==> src/logic/lpc_target_defines.vh <==
// constants for the lpc byte-cycle target
`ifndef LPC_TARGET_DEFINES_VH
`define LPC_TARGET_DEFINES_VH
`define START_NIB 4'h0
`define CTYPE_MEM 2'h1
`define TAR_NIB 4'hF
`define SHORT_WAIT_NIB 4'h5
`define READY_NIB 4'h0
`define ACK_NIB 4'h0
`define ADDR_NIBS 4'h8
`define WAIT_CNT 2'h2
`define SEL_BIT 22
`endif

==> src/logic/lad_sync.v <==
// two-stage synchroniser for the lad and frame pins
`timescale 1ns/100ps
`default_nettype none
module lad_sync
(
  // clock and reset
  input wire core_clk,
  input wire rst_b,
  // raw pins
  input wire [3:0] lad_pin,
  input wire frame_b_pin,
  // synchronised
  output reg [3:0] lad_s,
  output reg frame_b_s
);
  reg [3:0] lad_m_q;
  reg frame_b_m_q;

  always @(posedge core_clk)
  begin
    if (!rst_b)
    begin
      lad_m_q <= 4'hF;
      frame_b_m_q <= 1'b1;
      lad_s <= 4'hF;
      frame_b_s <= 1'b1;
    end
    else
    begin
      lad_m_q <= lad_pin;
      frame_b_m_q <= frame_b_pin;
      lad_s <= lad_m_q;
      frame_b_s <= frame_b_m_q;
    end
  end
endmodule // lad_sync
`default_nettype wire

==> src/logic/lpc_target.v <==
// lpc target: single-byte memory/register read and write cycles
// Summary of operation
// - frame low with lad 0000 marks start of a new cycle
// - type nibble bits 3:2 = 01; bit 1 direction; bit 0 ignored
// - eight address nibbles follow, most significant first, form 32 bits
// - address bit 22 picks memory array (1) or registers (0)
// - device takes lad in the clock after host turnaround
// - read: device drives short wait sync 0101 for two clocks
// - read: ready sync 0000 for one clock before data
// - read: data byte over two clocks, low nibble first
// - read: device turnaround 1111 then floats lad
// - write: data byte over two clocks after address, low first
// - write: device acknowledges with sync 0000 for one clock
// - write: device turnaround 1111 then floats lad
// - read transfers exactly one byte
`timescale 1ns/100ps
`default_nettype none
`include "lpc_target_defines.vh"
module lpc_target
(
  // clock and reset
  input wire core_clk,
  input wire rst_b,
  // lpc pins, lad is two-way
  input wire [3:0] lad_in,
  output reg [3:0] lad_out,
  output reg lad_oe,
  input wire lframe_b,
  // memory array side
  output reg mem_rd,
  output reg mem_wr,
  // register side
  output reg reg_rd,
  output reg reg_wr,
  output reg [31:0] addr_q,
  output reg [7:0] wdata_q,
  input wire [7:0] rdata
);
  localparam S_IDLE = 4'h0;
  localparam S_TYPE = 4'h1;
  localparam S_ADDR = 4'h2;
  localparam S_WDAT = 4'h3;
  localparam S_HTAR = 4'h4;
  localparam S_TAKE = 4'h5;
  localparam S_WAIT = 4'h6;
  localparam S_RDY = 4'h7;
  localparam S_DLO = 4'h8;
  localparam S_DHI = 4'h9;
  localparam S_ACK = 4'hA;
  localparam S_DTAR = 4'hB;

  wire [3:0] lad_s;
  wire frame_b_s;
  reg [3:0] state_q;
  reg [3:0] cnt_q;
  reg dir_wr_q;
  reg wlo_q;
  reg [7:0] rbyte_q;

  lad_sync u_sync
  (
    .core_clk(core_clk),
    .rst_b(rst_b),
    .lad_pin(lad_in),
    .frame_b_pin(lframe_b),
    .lad_s(lad_s),
    .frame_b_s(frame_b_s)
  );

  // array or register target, picked by one address bit
  function sel_mem;
    input [31:0] a;
    begin
      sel_mem = a[`SEL_BIT];
    end
  endfunction

  // memory cycle when type bits 3:2 match; bit 0 is don't care
  function type_ok;
    input [3:0] t;
    begin
      type_ok = (t[3:2] == `CTYPE_MEM);
    end
  endfunction

  // last wait clock; the first wait nibble leaves from the take state
  function wait_done;
    input [3:0] c;
    begin
      wait_done = (c >= {2'b00, `WAIT_CNT} - 4'h1);
    end
  endfunction

  // strobe triggers: read at host turnaround, write at the acknowledge
  wire go_rd;
  wire go_wr;
  assign go_rd = frame_b_s && (state_q == S_HTAR) && !dir_wr_q;
  assign go_wr = frame_b_s && (state_q == S_TAKE) && dir_wr_q;

  // sequencer: follows the host fields and counts nibbles
  always @(posedge core_clk)
  begin
    if (!rst_b)
    begin
      state_q <= S_IDLE;
      cnt_q <= 4'h0;
      dir_wr_q <= 1'b0;
      wlo_q <= 1'b0;
      rbyte_q <= 8'h00;
      addr_q <= 32'h00000000;
      wdata_q <= 8'h00;
    end
    else if (!frame_b_s)
    begin
      // frame low aborts anything and may start anew
      if (lad_s == `START_NIB)
        state_q <= S_TYPE;
      else
        state_q <= S_IDLE;
    end
    else
    begin
      case (state_q)
        S_IDLE:
        begin
          // wait for the next start; stray nibbles are ignored
          state_q <= S_IDLE;
        end
        S_TYPE:
        begin
          if (type_ok(lad_s))
          begin
            dir_wr_q <= lad_s[1];
            cnt_q <= 4'h0;
            state_q <= S_ADDR;
          end
          else
            state_q <= S_IDLE;
        end
        S_ADDR:
        begin
          addr_q <= {addr_q[27:0], lad_s};
          cnt_q <= cnt_q + 4'h1;
          if (cnt_q == `ADDR_NIBS - 4'h1)
          begin
            wlo_q <= 1'b1;
            state_q <= dir_wr_q ? S_WDAT : S_HTAR;
          end
        end
        S_WDAT:
        begin
          // low nibble arrives first
          if (wlo_q)
          begin
            wdata_q[3:0] <= lad_s;
            wlo_q <= 1'b0;
          end
          else
          begin
            wdata_q[7:4] <= lad_s;
            state_q <= S_HTAR;
          end
        end
        S_HTAR:
        begin
          // host turnaround clock; lad not yet ours
          state_q <= S_TAKE;
        end
        S_TAKE:
        begin
          // the first wait or the acknowledge goes out now
          cnt_q <= 4'h1;
          state_q <= dir_wr_q ? S_ACK : S_WAIT;
        end
        S_WAIT:
        begin
          // rdata is taken two clocks after the read strobe
          rbyte_q <= rdata;
          cnt_q <= cnt_q + 4'h1;
          if (wait_done(cnt_q))
            state_q <= S_RDY;
        end
        S_RDY:
        begin
          state_q <= S_DLO;
        end
        S_DLO:
        begin
          state_q <= S_DHI;
        end
        S_DHI:
        begin
          // one byte only, no repeat of the data pair
          state_q <= S_ACK;
        end
        S_ACK:
        begin
          state_q <= S_DTAR;
        end
        S_DTAR:
        begin
          state_q <= S_IDLE;
        end
        default:
        begin
          state_q <= S_IDLE;
        end
      endcase
    end
  end

  // lad driver: registered, one nibble per clock while we own lad
  always @(posedge core_clk)
  begin
    if (!rst_b)
    begin
      lad_out <= `TAR_NIB;
      lad_oe <= 1'b0;
    end
    else if (!frame_b_s)
    begin
      // host owns lad whenever frame is low
      lad_oe <= 1'b0;
      lad_out <= `TAR_NIB;
    end
    else
    begin
      case (state_q)
        S_TAKE:
        begin
          // ownership taken, first driven nibble follows
          lad_oe <= 1'b1;
          if (dir_wr_q)
            lad_out <= `ACK_NIB;
          else
            lad_out <= `SHORT_WAIT_NIB;
        end
        S_WAIT:
        begin
          lad_oe <= 1'b1;
          lad_out <= `SHORT_WAIT_NIB;
        end
        S_RDY:
        begin
          lad_oe <= 1'b1;
          lad_out <= `READY_NIB;
        end
        S_DLO:
        begin
          lad_oe <= 1'b1;
          lad_out <= rbyte_q[3:0];
        end
        S_DHI:
        begin
          lad_oe <= 1'b1;
          lad_out <= rbyte_q[7:4];
        end
        S_ACK:
        begin
          lad_oe <= 1'b1;
          lad_out <= `TAR_NIB;
        end
        S_DTAR:
        begin
          // bus handed back; out rests at the turnaround value
          lad_oe <= 1'b0;
          lad_out <= `TAR_NIB;
        end
        default:
        begin
          // idle and host-driven fields: never drive lad
          lad_oe <= 1'b0;
          lad_out <= `TAR_NIB;
        end
      endcase
    end
  end

  // access strobes, one clock each, to the array or the registers
  always @(posedge core_clk)
  begin
    if (!rst_b)
    begin
      mem_rd <= 1'b0;
      mem_wr <= 1'b0;
      reg_rd <= 1'b0;
      reg_wr <= 1'b0;
    end
    else
    begin
      // rdata must be steady from here until the last wait clock
      mem_rd <= go_rd && sel_mem(addr_q);
      reg_rd <= go_rd && !sel_mem(addr_q);
      mem_wr <= go_wr && sel_mem(addr_q);
      reg_wr <= go_wr && !sel_mem(addr_q);
    end
  end
endmodule // lpc_target
`default_nettype wire

==> config.mk <==
export PLATFORM = sky130hd
export DESIGN_NAME = lpc_target
export DESIGN_NICKNAME = d
export VERILOG_FILES = /design/src/logic/lad_sync.v /design/src/logic/lpc_target.v
export VERILOG_INCLUDE_DIRS = /design/src /design/src/logic
export SDC_FILE = /design/constraint.sdc
export NUM_CORES = 1
export LEC_CHECK = 0
export BUFFER_PORTS_ARGS = -buffer_cell sky130_fd_sc_hd__buf_2
export CELL_PAD_IN_SITES_DETAIL_PLACEMENT = 1
export CELL_PAD_IN_SITES_GLOBAL_PLACEMENT = 1
export CORE_UTILIZATION = 43
export DETAILED_ROUTE_END_ITERATION = 12
export PLACE_DENSITY_LB_ADDON = 0.1
export SLEW_MARGIN = 15
export SYNTH_ARGS = -nofsm -noshare
export SYNTH_HDL_FRONTEND = slang
export SYNTH_SLANG_ARGS = --single-unit
==> constraint.sdc <==
create_clock -name core_clk -period 4.4 [get_ports core_clk]
set_input_delay 0.44 -clock core_clk [delete_from_list [all_inputs] [get_ports core_clk]]
set_output_delay 0.44 -clock core_clk [all_outputs]
set_load 0.01 [all_outputs]
# Yosys cells after proc, flatten, opt, wreduce, memory -nomap -nowiden
# Index checks and enable logic that the tools add are counted.
# W data, S select, Z words.
[word_totals] ff_bits=77 in_bits=15 output_inout_bits=49 elab_cells=78
[op_classes] addsub=1 n_lt_le_gt_ge=1 eq_ne=17 n_mux=16 bitwise_logic=1 reduce_logical=24
[op_table] operator="$pmux W4 S10" n=1
[op_table] operator="$mux W4" n=6
[op_table] operator="$eq A4 B3 Y1 const B" n=5
[op_table] operator="$pmux W4 S5" n=1
[op_table] operator="$reduce_and A3 Y1" n=6
[op_table] operator="$eq A4 B4 Y1 const B" n=3
[op_table] operator="$pmux W4 S3" n=1
[op_table] operator="$ne A3 B3 Y1 const B" n=3
[op_table] operator="$eq A4 B2 Y1 const B" n=2
[op_table] operator="$logic_and A1 B1 Y1" n=8
[op_table] operator="$mux W3" n=2
[op_table] operator="$reduce_and A2 Y1" n=3
[op_table] operator="$reduce_or A6 Y1" n=1
[op_table] operator="$add A4 B1 Y4 const B" n=1
[op_table] operator="$eq A4 B1 Y1 const B" n=1
[op_table] operator="$ge A4 B1 Y1 const B" n=1
[op_table] operator="$logic_not A4 Y1" n=1
[op_table] operator="$ne A2 B2 Y1 const B" n=2
[op_table] operator="$mux W1" n=3
[op_table] operator="$reduce_bool A3 Y1" n=1
[op_table] operator="$eq A2 B1 Y1 const B" n=1
[op_table] operator="$logic_not A1 Y1" n=2
[op_table] operator="$mux W2" n=1
[op_table] operator="$pmux W1 S2" n=1
[op_table] operator="3 further kinds" n=3

# Logic depth before layout (Yosys ltp)
[logic_depth] word_depth=4 depth_mapped=6 mapped_depth_nobuf=5

# By module
# From an unflattened synthesis, not the netlist that was laid out.
[unflattened] cells_unflattened=336 area_unflattened_um2=2951.6
[by_module_without_submodules] module="lpc_target" instances=1 cells_per_inst=316 area_per_inst_um2=2688.8 seq_area_each_um2=1341.3
[by_module_without_submodules] module="lad_sync" instances=1 cells_per_inst=20 area_per_inst_um2=262.8 seq_area_each_um2=200.2

# Least setup slack after synthesis
# OpenSTA, ideal clock, no wires.
[synth_timing] path_type="register -> register" startpoint="register state_q[3]" endpoint="register wdata_q[6]" setup_ns=0.126 arrival_time_ns=1.348 t_required_ns=4.274 path_slack_ns=2.927 path_stages_with_launch=6 path_buffers=1 synth_period_minus_slack_ns=1.473 path_cell_list="dfxtp_1 buf_6 or3b_4 nor3_4 mux2i_1 nor2_2"
[synth_via] elab_chain_cells=2
[synth_rtl] item="start: declaration" line="lpc_target.v:54" text="reg [3:0] state_q;"
[synth_rtl] item="start signal: assignment" line="lpc_target.v:147" text="state_q <= dir_wr_q ? S_WDAT : S_HTAR;"
[synth_rtl] item="start signal: assignment" line="lpc_target.v:173" text="state_q <= dir_wr_q ? S_ACK : S_WAIT;"
[synth_rtl] item="$eq A4 B2 Y1" line="lpc_target.v:123" text="case (state_q)"
[synth_rtl] item="$reduce_and A3 Y1 (no source line)"
[synth_rtl] item="end signal: assignment" line="lpc_target.v:160" text="wdata_q[7:4] <= lad_s;"
[synth_rtl] item="end: declaration" line="lpc_target.v:36" text="output reg [7:0] wdata_q,"
# Every way passes these cells.
# A chain may end at the register's enable or synchronous reset.

# Worst setup path after layout
[layout_timing] startpoint="register state_q[0]" endpoint="register addr_q[26]"
[layout_via] elab_chain_cells=2
[layout_rtl] item="$eq A4 B2 Y1" line="lpc_target.v:123"
[layout_rtl] item="$reduce_and A2 Y1 (no source line)"
[layout_rtl] item="end signal: assignment" line="lpc_target.v:142" text="addr_q <= {addr_q[27:0], lad_s};"
[layout_rtl] item="end: declaration" line="lpc_target.v:35" text="output reg [31:0] addr_q,"
# Every way passes these cells.

==> impl_metrics.tcl <==
set metrics [dict create \
    outcome "complete, no violations" \
    clkLatencyLatePin_ns 0.34 \
    total_power_uw 1320 \
    irDropWorstVdd_uv 192 \
    hold_path.class "primary input to register" \
    first_global_vias 2267 \
    cap_violations 0 \
    drive_above_1_share_pct 22.9 \
    post_drt_via_cell_ratio 5.17 \
    flow.area_growth_from_synthesis_pct 18.6 \
    clock_skew_ns 0.0109 \
    seq_area_frac_synth_pct 51.4 \
    synth_mux_area_share_pct 7.01 \
    drt-total-wl_mm 6.65 \
    synth-simple-area-share_pct 23.4 \
    synth_area_sq_mm 0.00300 \
    comb_power_share_pct 1.9 \
    drt-initial-drc-count 132 \
    pwr-share-seq_pct 53.3 \
    regToRegStartpoint "state_q[0]" \
    synth_warnings 0 \
    synth_nets 355 \
    synth_area_per_cell_sq_um 8.90 \
    cts-root-buf "clkbuf_8" \
    p_int_uw 1060 \
    hold_viol_final 0 \
    cts.reportedPaths.clkPinSlew_ns 0.07 \
    ctsHoldBuffers 0 \
    cts.sinks 77 \
    slew_viol_final 0 \
    grt_setup_unrepaired "no" \
    end_kind "register" \
    rr_endpoint "addr_q[26]" \
    arrival_ns 2.56 \
    cpPeakStageDelay_ns 0.87 \
    postCtsSetupRepairBufs 0 \
    syn-instance-count 337 \
    r2r_slack_ns 2.10 \
    timing.final.crit_share_pct 52.3 \
    pin_count 64 \
    synth_compound_area_share_pct 12.3 \
    dr.pass1.iters 4 \
    fin_crit_ns 2.30 \
    grt_pass1_wl_mm 11.1 \
    drc 0 \
    critPathRequiredTime_ns 4.66 \
    clock.fmax_mhz 435 \
    power.clock.fraction_pct 44.9 \
    n_antenna_cell 0 \
    synth_xor_area_share_pct 0.584 \
    power_switching_uw 264 \
    core_area_sq_mm 0.00676 \
    p_per_area_mw_per_mm2 372 \
    tns_ns 0 \
    ant_nets 0 \
    fill_cells 830 \
    p_leak_uw 0.00154 \
    worst_pin_slew_ns 1.10 \
    finalWorstSetupSlack_ns 2.10 \
    cts-htree-levels 3 \
    final_util_pct 52.6 \
    synth_seq_cells 77 \
    dp_hpwl_mm 4.42 \
    rows 30 \
    num_vias 2464 \
    grtUsageTotal_pct 19.3 \
    grt_max_degree 55 \
    yosys.area_share.adder_pct 1.25 \
    gp_congestion 0.798 \
    setup_violations 0 \
    synth_cell_types 47 \
    grt_overflow_total 0 \
    cts_buffers 9 \
    synth_top_family_by_area "simple AND/OR/NAND/NOR gates" \
    ctsResizeCount 0 \
    fin_nets 410 \
    grt_antenna_before_repair 0 \
    die_w_um 85.5 \
    die_h_um 85.5 \
    crit_path_top_delay_cell "nor2_2" \
    io_buffer_count 63 \
    r2r_cells 5 \
    die_area_sq_mm 0.00732 \
    start_util_pct 44.4 \
    routedWlPerCell_um 13.9 \
    pre_cts_slack_ns 2.03 \
    crit_path_start_kind "register" \
    worstSetupPathType "register to register" \
    crit_path_cell_trace "nand4bb_1, nor2_2, buf_4, nand2_1, a21oi_1" \
    startpoint "state_q[0]" \
    cts_max_path_buffers 2 \
    cp_max_fo 29 \
    cts_tree "done" \
    maxSlewHeadroom_pct 26.5 \
    critPathCapture "addr_q[26]" \
    swShare_pct 19.9 \
]
## critical path: cells and delay by family (launching register included)
family | cells | cell delay (ns)
AO/OA/AOI/OAI | 1 | 0.12
flip-flops | 1 | 0.55
buffers and inverters | 1 | 0.27
AND/OR/NAND/NOR | 3 | 1.28
## layout by cell type, fill, tap and decap left out, types with 2 or more instances in the layout
cell type / count
dfxtp_1: 77
nand2_1: 72
buf_2: 63
a21oi_1: 36
nor2_1: 23
mux2i_1: 21
nand2b_1: 12
clkbuf_8: 11
nand3_1: 7
nor2b_1: 6
o21ai_0: 6
inv_1: 5
nor3_1: 4
a31oi_1: 4
nor2_2: 3
ha_1: 3
nor3b_2: 2
a21o_1: 2
or4_1: 2
a21boi_0: 2
nor4_1: 2
a211oi_1: 2
o21bai_1: 2
bufinv_16: 2
clkinv_2: 2
buf_4: 2
## cell type report
cell class | count | area, sq um | area share, %
multi-input cells | 233 | 1340 | 37.6
flip-flops and latches | 77 | 1540 | 43.3
clock buffers | 12 | 155 | 4.36
well taps | 80 | 100 | 2.81
clock inverters | 4 | 70.1 | 1.97
repair buffers | 65 | 330 | 9.29
inverters | 6 | 22.5 | 0.633
## per-stage QoR
stage	hold WS (ns)	cell area, sq um	cells
final	0.278	3560	477
after global routing	0.267	3560	477
after CTS	0.270	3560	477
after detailed placement	0.399	3330	461
after global placement	0.388	3330	461
after floorplan	0.386	3000	337
## layer usage
metal  wire length, um  up-vias  track usage [%]
li1                  -     1242                -
met1              3320     1164             26.6
met2              3020       49             29.7
met3               220        9             4.14
met4                91        0             7.27
met5                 0        -                0
## cells by family (layout without fill, tap and decap cells)
kind of cell	count (synthesis)	count (layout)
flip-flops	77	77
XOR/XNOR	2	2
AND/OR/NAND/NOR	144	144
adder cells (fa/ha/maj)	3	3
multiplexers	21	21
AO/OA/AOI/OAI	63	63
buffers and inverters	27	87
## power by group through the flow
stage	clock, uW	combinational (uW)	sequential, uW
2_1_floorplan	0	17.0	718
3_3_place_gp	0	25.0	721
3_5_place_dp	0	25.6	721
4_1_cts	606	25.7	705
5_1_grt	641	27.7	705
6_report	593	24.8	704
## state kept, by name (all words and copies together), names as in the netlist, 4 cells and up
register	cells
cnt_q	4
addr_q	32
wdata_q	8
state_q	4
lad_out	4
u_sync.lad_m_q	4
u_sync.lad_s	4
rbyte_q	8
## synthesized netlist by cell type, drive strengths merged
| cell | number | share of area, % |
|---|---|---|
| mux2i | 21 | 7.0 |
| and2b | 1 | 0.25 |
| o21ai | 6 | 1.0 |
| o211ai | 1 | 0.25 |
| nor4 | 2 | 0.42 |
| nor3b | 3 | 1.1 |
| nand4bb | 1 | 0.38 |
| a211oi | 2 | 0.50 |
| nand4 | 2 | 0.63 |
| nor3 | 5 | 1.2 |
| a41oi | 1 | 0.29 |
| buf | 13 | 2.4 |
| inv | 6 | 0.75 |
| and4b | 1 | 0.33 |
| o21a | 1 | 0.25 |
| o22ai | 1 | 0.21 |
| o2bb2ai | 1 | 0.29 |
| o311ai | 1 | 0.29 |
| xor2 | 1 | 0.29 |
| a211o | 1 | 0.29 |
| o21bai | 2 | 0.50 |
| a21o | 2 | 0.50 |
| a21oi | 36 | 6.0 |
| o221ai | 1 | 0.29 |
| a31oi | 4 | 0.83 |
| nand3 | 8 | 1.5 |
| clkbuf | 8 | 1.0 |
| or3b | 2 | 0.67 |
| and3 | 1 | 0.21 |
| or4 | 2 | 0.50 |
| dfxtp | 77 | 51 |
| nor2 | 26 | 3.4 |
| a21boi | 2 | 0.50 |
| o2111ai | 1 | 0.29 |
| nand2b | 12 | 2.5 |
| xnor2 | 1 | 0.29 |
| nor2b | 6 | 1.3 |
| nand2 | 72 | 9.0 |
| ha | 3 | 1.3 |
## worst min path at each step
stage,startpoint,end,slack [ns],cells after the start
4_1_cts,lad_in[3],u_sync.lad_m_q[3],0.27,2
5_1_grt,lad_in[2],u_sync.lad_m_q[2],0.27,2
3_5_place_dp,u_sync.lad_m_q[2],u_sync.lad_s[2],0.40,1
6_report,lad_in[3],u_sync.lad_m_q[3],0.28,2
3_3_place_gp,u_sync.lad_m_q[0],u_sync.lad_s[0],0.39,1
2_1_floorplan,u_sync.frame_b_m_q,u_sync.frame_b_s,0.39,1
Note: power is estimated with default switching activity, not from simulation.
